`config.mk`:
```
export PLATFORM = sky130hd
export DESIGN_NAME = gig_core
export DESIGN_NICKNAME = d
export VERILOG_FILES = /design/src/core/gig_pkg.sv /design/src/core/gig_core.sv /design/src/core/gig_edge_detect.sv
export SDC_FILE = /design/constraint.sdc
export NUM_CORES = 1
export LEC_CHECK = 0
export BUFFER_PORTS_ARGS = -buffer_cell sky130_fd_sc_hd__buf_2
export CORE_MARGIN = 3
export CORE_UTILIZATION = 30
export CTS_CLUSTER_DIAMETER = 80
export DETAILED_ROUTE_END_ITERATION = 6
export PLACE_DENSITY = 0.55
export SETUP_SLACK_MARGIN = 0.1
export SYNTH_ARGS = -nofsm -noshare
export SYNTH_HDL_FRONTEND = slang
export SYNTH_SLANG_ARGS = --single-unit
```
`constraint.sdc`:
```
create_clock -name pclk -period 8.3 [get_ports pclk]
set_input_delay 1.66 -clock pclk [delete_from_list [all_inputs] [get_ports pclk]]
set_output_delay 1.66 -clock pclk [all_outputs]
set_load 0.05 [all_outputs]
```
`src/core/gig_pkg.sv`:
```
// Package: register map, field layout, reset values and carriers for the interrupt gating block
package gig_pkg;
   // Register byte addresses (each register takes one aligned APB word)
   localparam logic [11:0] GIG_ADDR_FLAG = 12'h320;     // 0xc8 * 4
   localparam logic [11:0] GIG_ADDR_ENABLE = 12'h324;   // 0xc9 * 4
   localparam logic [11:0] GIG_ADDR_STACK = 12'h37c;    // 0xdf * 4
   localparam logic [11:0] GIG_ADDR_EDGE = 12'h400;
   localparam logic [11:0] GIG_ADDR_STATUS = 12'h404;
   localparam logic [11:0] GIG_ADDR_MASK = 12'h408;
   localparam logic [11:0] GIG_ADDR_EVSRC = 12'h40c;
   localparam logic [11:0] GIG_ADDR_RETPC = 12'h410;
   // Register indices as printed
   localparam logic [7:0] GIG_IDX_FLAG = 8'hc8;
   localparam logic [7:0] GIG_IDX_ENABLE = 8'hc9;
   localparam logic [7:0] GIG_IDX_STACK = 8'hdf;
   // Source bit positions shared by enable and flag registers
   localparam int GIG_BIT_PIN0 = 0;
   localparam int GIG_BIT_PIN1 = 1;
   localparam int GIG_BIT_TIMER0 = 4;
   localparam int GIG_BIT_TC0 = 5;
   localparam int GIG_BIT_TC1 = 6;
   localparam int GIG_BIT_ADC = 7;
   localparam logic [7:0] GIG_SRC_MASK = 8'hf3;
   // Stack register fields, and reset value of the flag and enable registers
   localparam int GIG_BIT_GIE = 7;
   localparam logic [2:0] GIG_RST_LEVEL = 3'h7;
   localparam logic GIG_RST_GIE = 1'b0;
   localparam logic [7:0] GIG_RST_SRC = 8'h00;
   // Vector address
   localparam logic [11:0] GIG_VECTOR = 12'h008;
   // Block events into status: bit0 entry, bit1 return, bit2 stack wrap
   localparam int GIG_EV_ENTRY = 0;
   localparam int GIG_EV_RETURN = 1;
   localparam int GIG_EV_WRAP = 2;
   localparam int GIG_EV_W = 3;

   // Requests from the program sequencer
   typedef struct packed {
      logic fetch;            // Sequencer is about to fetch: vectoring may be taken here
      logic ret;              // Return-from-service instruction executed
      logic [11:0] pc;        // Address to resume at after service
   } gig_seq_req_type;

   // Answers to the program sequencer
   typedef struct packed {
      logic load;             // Load pc_value into the program counter
      logic [11:0] pc_value;
      logic in_service;
   } gig_seq_ans_type;

   // Raw event sources
   typedef struct packed {
      logic pin0;
      logic pin1;
      logic timer0_ovf;
      logic tc0_ovf;
      logic tc1_ovf;
      logic adc_done;
   } gig_src_type;
endpackage

```
`src/core/gig_core.sv`:
```
// Global interrupt gating: source flags, enables, global enable, stack level and vectoring
//
// Chosen here: register access over APB.
`timescale 1ns/10ps
module gig_core
   import gig_pkg::*;
#(
   parameter int DEPTH = 8
) (
   // APB slave
   input wire logic pclk,
   input wire logic presetn,
   input wire logic psel,
   input wire logic penable,
   input wire logic pwrite,
   input wire logic [11:0] paddr,
   input wire logic [31:0] pwdata,
   output logic [31:0] prdata,
   output logic pready,
   output logic pslverr,
   // Program sequencer
   input wire gig_pkg::gig_seq_req_type seq_req,
   output gig_pkg::gig_seq_ans_type seq_ans,
   // Event sources
   input wire gig_pkg::gig_src_type src,
   // Interrupt to system
   output logic irq
);
   import gig_pkg::*;

   logic [7:0] flag_q;
   logic [7:0] enable_q;
   logic gie_q;
   logic [2:0] level_q;
   logic [3:0] edge_sel_q;
   logic [GIG_EV_W-1:0] status_q;
   logic [GIG_EV_W-1:0] mask_q;
   logic [11:0] stack_q [DEPTH];
   logic [11:0] ret_pc_q;
   logic [31:0] prdata_q;
   logic pready_q;
   logic pslverr_q;
   logic load_q;
   logic [11:0] pc_value_q;
   logic in_service_q;
   logic irq_q;
   logic [5:0] ovf_sync1_q;
   logic [5:0] ovf_sync2_q;
   logic [5:0] ovf_last_q;
   logic pin0_trig;
   logic pin1_trig;
   logic [7:0] set_vec;
   logic take;
   logic do_ret;
   logic wr;
   logic rd;
   logic [2:0] level_up;
   logic [2:0] level_dn;

   // Map one set of raw source bits onto the shared register layout
   function automatic logic [7:0] gig_place(input logic [5:0] s);
      logic [7:0] v;
      v = 8'h00;
      v[GIG_BIT_PIN0] = s[0];
      v[GIG_BIT_PIN1] = s[1];
      v[GIG_BIT_TIMER0] = s[2];
      v[GIG_BIT_TC0] = s[3];
      v[GIG_BIT_TC1] = s[4];
      v[GIG_BIT_ADC] = s[5];
      return v;
   endfunction

   function automatic logic gig_hit(input logic [11:0] a, input logic [11:0] ref_a);
      return a == ref_a;
   endfunction

   gig_edge_detect u_pin0 (
      .pclk(pclk),
      .presetn(presetn),
      .pin(src.pin0),
      .edge_sel(edge_sel_q[1:0]),
      .trig(pin0_trig)
   );

   gig_edge_detect u_pin1 (
      .pclk(pclk),
      .presetn(presetn),
      .pin(src.pin1),
      .edge_sel(edge_sel_q[3:2]),
      .trig(pin1_trig)
   );

   // Internal event levels are synchronised too, so their source may be slower logic
   always_ff @(posedge pclk or negedge presetn) begin
      if (!presetn) begin
         ovf_sync1_q <= 6'h00;
         ovf_sync2_q <= 6'h00;
         ovf_last_q <= 6'h00;
      end else begin
         ovf_sync1_q <= {2'b00, src.adc_done, src.tc1_ovf, src.tc0_ovf, src.timer0_ovf};
         ovf_sync2_q <= ovf_sync1_q;
         ovf_last_q <= ovf_sync2_q;
      end
   end

   assign set_vec = gig_place({ovf_sync2_q[3:0] & ~ovf_last_q[3:0],
                               pin1_trig, pin0_trig});

   assign wr = psel & penable & pwrite & pready_q;
   assign rd = psel & penable & ~pwrite & pready_q;

   // Gate: all three conditions, taken only at a fetch boundary and never during a return
   assign take = gie_q & |(flag_q & enable_q) & seq_req.fetch & ~seq_req.ret;
   assign do_ret = seq_req.ret;
   assign level_up = level_q + 3'h1;
   assign level_dn = level_q - 3'h1;

   // Request flags: events set, software writes; set wins over a written zero
   always_ff @(posedge pclk or negedge presetn) begin
      if (!presetn) begin
         flag_q <= GIG_RST_SRC;
      end else if (wr && gig_hit(paddr, GIG_ADDR_FLAG)) begin
         flag_q <= (pwdata[7:0] & GIG_SRC_MASK) | set_vec;
      end else begin
         flag_q <= flag_q | set_vec;
      end
   end

   always_ff @(posedge pclk or negedge presetn) begin
      if (!presetn) begin
         enable_q <= GIG_RST_SRC;
         edge_sel_q <= 4'h0;
         mask_q <= '0;
      end else if (wr) begin
         if (gig_hit(paddr, GIG_ADDR_ENABLE)) begin
            enable_q <= pwdata[7:0] & GIG_SRC_MASK;
         end
         if (gig_hit(paddr, GIG_ADDR_EDGE)) begin
            edge_sel_q <= pwdata[3:0];
         end
         if (gig_hit(paddr, GIG_ADDR_MASK)) begin
            mask_q <= pwdata[GIG_EV_W-1:0];
         end
      end
   end

   // Global enable and stack level; hardware entry/return override a same-cycle write
   always_ff @(posedge pclk or negedge presetn) begin
      if (!presetn) begin
         gie_q <= GIG_RST_GIE;
         level_q <= GIG_RST_LEVEL;
      end else if (take) begin
         gie_q <= 1'b0;
         level_q <= level_up;
      end else if (do_ret) begin
         gie_q <= 1'b1;
         level_q <= level_dn;
      end else if (wr && gig_hit(paddr, GIG_ADDR_STACK)) begin
         gie_q <= pwdata[GIG_BIT_GIE];
         level_q <= pwdata[2:0];
      end
   end

   // Return stack, indexed by the level after push; wraps like the core stack, the wrap flagged in status bit 2
   always_ff @(posedge pclk or negedge presetn) begin
      if (!presetn) begin
         for (int i = 0; i < DEPTH; i++) begin
            stack_q[i] <= 12'h000;
         end
         ret_pc_q <= 12'h000;
      end else begin
         if (take) begin
            stack_q[level_up] <= seq_req.pc;
            ret_pc_q <= seq_req.pc;
         end
      end
   end

   // Sequencer answer, one cycle after the request
   always_ff @(posedge pclk or negedge presetn) begin
      if (!presetn) begin
         load_q <= 1'b0;
         pc_value_q <= 12'h000;
         in_service_q <= 1'b0;
      end else begin
         load_q <= take | do_ret;
         if (take) begin
            pc_value_q <= GIG_VECTOR;
            in_service_q <= 1'b1;
         end else if (do_ret) begin
            pc_value_q <= stack_q[level_q];
            in_service_q <= 1'b0;
         end
      end
   end

   assign seq_ans.load = load_q;
   assign seq_ans.pc_value = pc_value_q;
   assign seq_ans.in_service = in_service_q;

   // Block event status: sticky, write one to clear, set wins
   always_ff @(posedge pclk or negedge presetn) begin
      if (!presetn) begin
         status_q <= '0;
      end else begin
         logic [GIG_EV_W-1:0] ev;
         logic [GIG_EV_W-1:0] clr;
         ev = '0;
         ev[GIG_EV_ENTRY] = take;
         ev[GIG_EV_RETURN] = do_ret;
         ev[GIG_EV_WRAP] = (take && level_q == 3'h7) || (do_ret && level_q == 3'h0);
         clr = '0;
         if (wr && gig_hit(paddr, GIG_ADDR_STATUS)) begin
            clr = pwdata[GIG_EV_W-1:0];
         end
         status_q <= (status_q & ~clr) | ev;
      end
   end

   always_ff @(posedge pclk or negedge presetn) begin
      if (!presetn) begin
         irq_q <= 1'b0;
      end else begin
         irq_q <= |(status_q & mask_q);
      end
   end

   // APB: zero wait states on read and write; read data is taken into a flop in the setup cycle
   always_ff @(posedge pclk or negedge presetn) begin
      if (!presetn) begin
         pready_q <= 1'b0;
         prdata_q <= 32'h0000_0000;
         pslverr_q <= 1'b0;
      end else begin
         if (psel && !penable) begin
            pready_q <= 1'b1;
            pslverr_q <= 1'b0;
            prdata_q <= 32'h0000_0000;
            unique case (paddr)
               GIG_ADDR_FLAG: prdata_q <= {24'h0, flag_q};
               GIG_ADDR_ENABLE: prdata_q <= {24'h0, enable_q};
               GIG_ADDR_STACK: prdata_q <= {24'h0, gie_q, 4'h0, level_q};
               GIG_ADDR_EDGE: prdata_q <= {28'h0, edge_sel_q};
               GIG_ADDR_STATUS: prdata_q <= {29'h0, status_q};
               GIG_ADDR_MASK: prdata_q <= {29'h0, mask_q};
               GIG_ADDR_EVSRC: prdata_q <= {24'h0, flag_q & enable_q};
               GIG_ADDR_RETPC: prdata_q <= {20'h0, ret_pc_q};
               default: pslverr_q <= 1'b1;
            endcase
         end else if (pready_q && psel && penable) begin
            pready_q <= 1'b0;
            pslverr_q <= 1'b0;
         end
      end
   end

   assign prdata = prdata_q;
   assign pready = pready_q;
   assign pslverr = pslverr_q;
   assign irq = irq_q;

   logic unused_rd;
   assign unused_rd = rd;
endmodule

```
`src/core/gig_edge_detect.sv`:
```
// Edge detector for one port pin: two-flop synchroniser, then selectable edge
`timescale 1ns/10ps
module gig_edge_detect (
   // Clock and reset
   input wire logic pclk,
   input wire logic presetn,
   // Pin and selection
   input wire logic pin,
   input wire logic [1:0] edge_sel,
   // Trigger pulse
   output logic trig
);
   logic sync1_q;
   logic sync2_q;
   logic last_q;

   always_ff @(posedge pclk or negedge presetn) begin
      if (!presetn) begin
         sync1_q <= 1'b0;
         sync2_q <= 1'b0;
         last_q <= 1'b0;
      end else begin
         sync1_q <= pin;
         sync2_q <= sync1_q;
         last_q <= sync2_q;
      end
   end

   // 00 falling, 01 rising, 1x both edges
   always_comb begin
      unique case (edge_sel)
         2'b00: trig = last_q & ~sync2_q;
         2'b01: trig = ~last_q & sync2_q;
         default: trig = last_q ^ sync2_q;
      endcase
   end
endmodule

```
==> results.cfg, run 1 <==
[route]
first_pass_iters = 6
wire_per_inst_um = 18.6
postRouteAntennaNets = 0
vias_per_cell = 4.99
drt-initial-drc-count = 246
drt_wl_total_um = 19300
vias = 5160
drc = 0

[synthesis]
synth_area_leaders = dfrtp_1 (54%), mux2_2 (17%), mux4_2 (6.6%)
synth_seq_area_share_pct = 55.1
ys_async_sr_fraction_pct = 100
yosys.area_share.simple_pct = 7.65
yosys_most_used_dff = dfrtp_1
syn_area_per_cell_um2 = 13.3
synth-adder-area-share_pct = 1.22
synth-edff-count = 0
netlist_instances = 619
ys.warnings.count = 0
synthXorXnorAreaFrac_pct = 0
netlist_area_mm2 = 0.00823
yosys.area.top_type = dfrtp_1
post_synth_num_cell_types = 54
synth_compound_area_share_pct = 6.10
ys_ff_latch = 181
netlist.area_leader.share_pct = 54.1
synth_top_family_by_area = multiplexers
synthMuxAreaShare_pct = 25.4

[setup_path]
worstPathMaxFanout = 19
required_ns = 8.60
critPathKind = input port to register
r2r_setup_slack_ns = 4.89
start_kind = input port
arrival_ns = 4.38
r2r_cells = 5
setup.worst_path.end_class = register

[cells_and_area]
instances_no_fill = 1035
fillers = 2622
nets = 760
post-route-util_pct = 34.9
num_antenna_cells = 0
drive_gt1_share_pct = 36.5
layout.cells.most_common = dfrtp_1
final_cell_mix = dfrtp_1 (178), mux2_2 (121), buf_2 (72), nand2_1 (41), o21ai_0 (33)
area_delta_synth_final_pct = 14.2

[floorplan]
io_pins = 118
coreArea_mm2 = 0.0270
initial_core_util_pct = 30.5
die_area_mm2 = 0.0295
num_rows = 60
die_y_um = 172
die_w_um = 172

[clock_tree]
htree_num_levels = 4
clk_path_buf_depth = 2
cts_resized = 0
root_buffer = clkbuf_16
clock_latency_ns = 0.42
numCtsBuffers = 17
path_clk_slew_ns = 0.06
numClockSinks = 181
holdBufCountCts = 0
cts_setup_buffers = 0
cts_tree = built

[pwr]
p_leak_nw = 4.15
peakVddDrop_mv = 0.162
p_per_area_mw_per_mm2 = 311

[sta]
timing.final.crit_share_pct = 49.1
holdWs_ns = 0.350
setup_violations = 0
finalCriticalPeriod_ns = 4.08
max_clock_freq_mhz = 245
worstMarginPinSlew_ns = 1.06
fin_tns_setup_ns = 0
slew_violations = 0
hold_viol_final = 0
skew_ns = 0.0120
slew_headroom_pct = 29.0
grt_setup_unrepaired = false

[place]
dp_cells = 1005
hpwl_um = 12800
finalWeightedCongestion = 0.814
portBuffers = 73

[status]
status = complete, no violations

[grt]
grt_pass1_wl_um = 30800
first_global_vias = 5324
grt_max_degree = 97
track_usage_pct = 13.6
overflow = 0
antenna_found_initial = 1

[min_path]
hold_class = register to register
whs_path_depth = 0

[job]
cap_violations = 0
## sequential cells by signal (all words and copies together), names as in the netlist, 4 cells and up
| name | flops |
|---|---|
| edge_sel_q | 4 |
| enable_q | 6 |
| flag_q | 6 |
| ovf_last_q | 4 |
| ovf_sync1_q | 4 |
| ovf_sync2_q | 4 |
| pc_value_q | 12 |
| prdata | 12 |
| ret_pc_q | 12 |
| stack_q | 96 |
## cell families after synthesis
| logic type | count (synthesis) |
|---|---|
| flops | 181 |
| mux | 164 |
| simple gates | 120 |
| compound gates | 76 |
| buf+inv | 69 |
| fa+ha+maj | 8 |
| other cells | 1 |
## worst paths after layout
kind / from / to
min in group asynchronous: presetn / u_pin0.sync2_q$_DFF_PN0_
max in group asynchronous: presetn / stack_q[44]$_DFFE_PN0P_
hold reg to reg: u_pin0.sync1_q$_DFF_PN0_ / u_pin0.sync2_q$_DFF_PN0_
setup / recovery: seq_req[13] / stack_q[43]$_DFFE_PN0P_
hold / removal: u_pin0.sync1_q$_DFF_PN0_ / u_pin0.sync2_q$_DFF_PN0_
setup reg to reg: level_q[1]$_DFFE_PN1P_ / stack_q[55]$_DFFE_PN0P_
## Yosys cell counts (2+ instances only)
| cell | count |
|---|---|
| a31oi_1 | 2 |
| a221oi_1 | 4 |
| nor4_2 | 2 |
| and2_1 | 2 |
| a21o_1 | 2 |
| o211ai_1 | 2 |
| mux2i_1 | 19 |
| o21ai_0 | 33 |
| mux4_2 | 24 |
| dfstp_2 | 3 |
| nand4_1 | 4 |
| inv_1 | 17 |
| nor4b_1 | 2 |
| nand2_1 | 41 |
| nor2_1 | 14 |
| mux2_2 | 121 |
| or3_1 | 2 |
| nand4b_1 | 2 |
| clkbuf_1 | 12 |
| buf_4 | 26 |
| a22oi_1 | 7 |
| ha_1 | 8 |
| a21oi_1 | 10 |
| or4b_1 | 2 |
| nand3b_1 | 2 |
| and4_1 | 3 |
| buf_1 | 2 |
| nor3_1 | 5 |
| nor2b_1 | 6 |
| dfrtp_1 | 178 |
| a222oi_1 | 2 |
| nand3_1 | 23 |
| buf_2 | 11 |
| a21boi_0 | 3 |
| nor4_1 | 4 |
## worst max-delay path: stages
cell,delay (ns)
buf_2,0.10
nand2_1,0.11
a311oi_4,0.93
nand4b_1,0.99
mux2_2,0.57
## per-layer routing
| layer | vias to the layer above | global-route usage (%) | routed length (µm) |
|---|---|---|---|
| met1 | 2682 | 18.7 | 9110 |
| met3 | 17 | 2.64 | 569 |
| li1 | 2358 | - | - |
| met2 | 101 | 22.1 | 9390 |
| met5 | - | 0 | 13 |
| met4 | 2 | 3.39 | 196 |
## cell type report
class                           count  area [µm²]  share of cell area [%]
Sequential cell                   181        4530                    48.2
Multi-Input combinational cell    388        3400                    36.2
Clock buffer                       25         465                    4.95
Tap cell                          341         427                    4.54
Timing Repair Buffer               77         404                    4.30
Clock inverter                      5         100                    1.07
Inverter                           18        67.6                   0.719
## metrics by stage
| stage | setup WS (ns) | power, mW | area [µm²] |
|---|---|---|---|
| 2_1_floorplan | 5.07 | 1.93 | 8300 |
| 3_3_place_gp | 3.76 | 2.12 | 8830 |
| 3_5_place_dp | 3.73 | 2.15 | 8830 |
| 4_1_cts | 4.19 | 2.96 | 9400 |
| 5_1_grt | 4.01 | 3.09 | 9400 |
| 6_report | 4.22 | 2.92 | 9400 |
## power by group
group / switching, mW / leakage, nW / total [mW] / internal (mW)
logic: 0.363 / 1.67 / 0.781 / 0.418
clock network: 0.324 / 0.275 / 0.802 / 0.478
registers: 0.181 / 2.21 / 1.34 / 1.16
Power figures use the tool's default switching activity.
==> inputs of run 2 (changes only) <==
==> constraint.sdc (replaced) <==
create_clock -name pclk -period 4.2 [get_ports pclk]
set_input_delay 0.84 -clock pclk [delete_from_list [all_inputs] [get_ports pclk]]
set_output_delay 0.84 -clock pclk [all_outputs]
set_load 0.05 [all_outputs]
==> run 2 against run 1 <==
Net effect:
- total power grew 100%
- worst setup slack lost 3.1 ns
- first-iteration DRC count grew 0.81%
- largest power group unchanged
==> results.cfg, run 2 (synthesis results as in run 1) <==
[job]
cap_violations = 0

[clock_tree]
numCtsBuffers = 17
cts_resized = 0
holdBufCountCts = 0
htree_num_levels = 4
cts_tree = built
numClockSinks = 181
path_clk_slew_ns = 0.07
clk_path_buf_depth = 2
root_buffer = clkbuf_16
cts_setup_buffers = 0
clock_latency_ns = 0.43

[pwr]
peakVddDrop_mv = 0.326
p_leak_nw = 4.22
p_per_area_mw_per_mm2 = 614

[floorplan]
die_w_um = 172
initial_core_util_pct = 30.5
die_y_um = 172
coreArea_mm2 = 0.0270
num_rows = 60
die_area_mm2 = 0.0295
io_pins = 118

[setup_path]
r2r_cells = 5
critPathKind = register to register
r2r_setup_slack_ns = 1.09
arrival_ns = 3.42
path_cells = buf_4 > inv_1 > ha_1 > nand4b_1 > mux2_2
slowest_delay_ns = 0.85
crit_buf_inv = 2
crit_slowest_cell = nand4b_1
start_kind = register
required_ns = 4.51
reg2reg_to = stack_q[47]$_DFFE_PN0P_
cpLargestDelayFamily = simple AND/OR/NAND/NOR gates
reg2reg_from = level_q[1]$_DFFE_PN1P_
worstPathMaxFanout = 19
setup.worst_path.end_class = register

[place]
portBuffers = 73
finalWeightedCongestion = 0.821
dp_cells = 1016
hpwl_um = 12700

[sta]
slew_headroom_pct = 37.9
worstMarginPinSlew_ns = 0.927
hold_viol_final = 0
finalCriticalPeriod_ns = 3.11
max_clock_freq_mhz = 322
skew_ns = 0.00870
grt_setup_unrepaired = false
setup_violations = 0
timing.final.crit_share_pct = 74.0
fin_tns_setup_ns = 0
slew_violations = 0

[route]
drt_wl_total_um = 18900
postRouteAntennaNets = 0
vias = 5139
first_pass_iters = 4
wire_per_inst_um = 18.1
drt-initial-drc-count = 248
drc = 0
vias_per_cell = 4.91

[cells_and_area]
fillers = 2626
layout.cells.most_common = dfrtp_1
largest_reg_flops = 96
multi_input_area_mm2 = 0.00340
seq_area_mm2 = 0.00453
final_cell_mix = dfrtp_1 (178), mux2_2 (121), buf_2 (72), nand2_1 (41), o21ai_0 (33)
regMostFlops = stack_q
instances_no_fill = 1047
drive_gt1_share_pct = 38.5
num_antenna_cells = 0
area_delta_synth_final_pct = 15.7
post-route-util_pct = 35.3
nets = 771

[grt]
first_global_vias = 5128
track_usage_pct = 13.3
grt_pass1_wl_um = 29700
grt_max_degree = 112
overflow = 0
antenna_found_initial = 1

[min_path]
whs_endpoint = ovf_sync2_q[0]$_DFF_PN0_
hold_class = register to register
hold_start = ovf_sync1_q[0]$_DFF_PN0_
whs_path_depth = 0

[status]
status = complete, no violations
-- run 2: cell types whose count changed in the layout (fill, tap and decap cells not counted), sizes merged --
cell	before	now
clkinvlp	0	2
clkinv	3	5
buf	76	87
inv	17	21
clkbuf	26	19
-- run 2: where the power goes --
part	total [mW]	switching [mW]	leakage [nW]	internal [mW]
combinational	1.60	0.761	1.72	0.835
sequential	2.60	0.310	2.21	2.29
clock	1.65	0.694	0.297	0.960
total	5.85	1.77	4.22	4.08
-- run 2: how the worst max path moves through the flow --
stage                                 from                 endpoint  slack [ns]  cells past startpoint
finish              level_q[1]$_DFFE_PN1P_  stack_q[47]$_DFFE_PN0P_        1.09                      5
global route        level_q[1]$_DFFE_PN1P_  stack_q[46]$_DFFE_PN0P_        0.93                      5
CTS                 level_q[1]$_DFFE_PN1P_  stack_q[47]$_DFFE_PN0P_        1.02                      5
global placement               seq_req[13]  stack_q[46]$_DFFE_PN0P_        1.05                      6
detailed placement             seq_req[13]  stack_q[37]$_DFFE_PN0P_        1.03                      6
floorplan           level_q[1]$_DFFE_PN1P_  stack_q[26]$_DFFE_PN0P_        1.59                      9
-- run 2: routing by layer --
layer,vias up,GRT usage (%),part of all wire [%]
li1,2382,-,-
met1,2621,17.9,45
met2,109,21.5,49
met3,25,3.17,4.7
met4,2,3.95,1.3
met5,-,0,0.069
-- run 2: metrics by stage --
step	instance area, µm²	power [mW]	setup WS (ns)	hold slack [ns]
finish	9530	5.85	1.09	0.350
global route	9530	6.16	0.929	0.356
CTS	9530	5.93	1.02	0.352
detailed placement	8910	4.26	1.03	0.336
global placement	8910	4.21	1.05	0.335
floorplan	8300	3.82	1.59	0.331
-- run 2: area by class of cell --
| type | count | area share (%) |
|---|---|---|
| flip-flops and latches | 181 | 47.6 |
| multi-input cells | 388 | 35.7 |
| repair buffers | 88 | 5.11 |
| clock buffers | 18 | 4.61 |
| well taps | 341 | 4.48 |
| clock inverters | 13 | 1.81 |
| inverters | 18 | 0.709 |
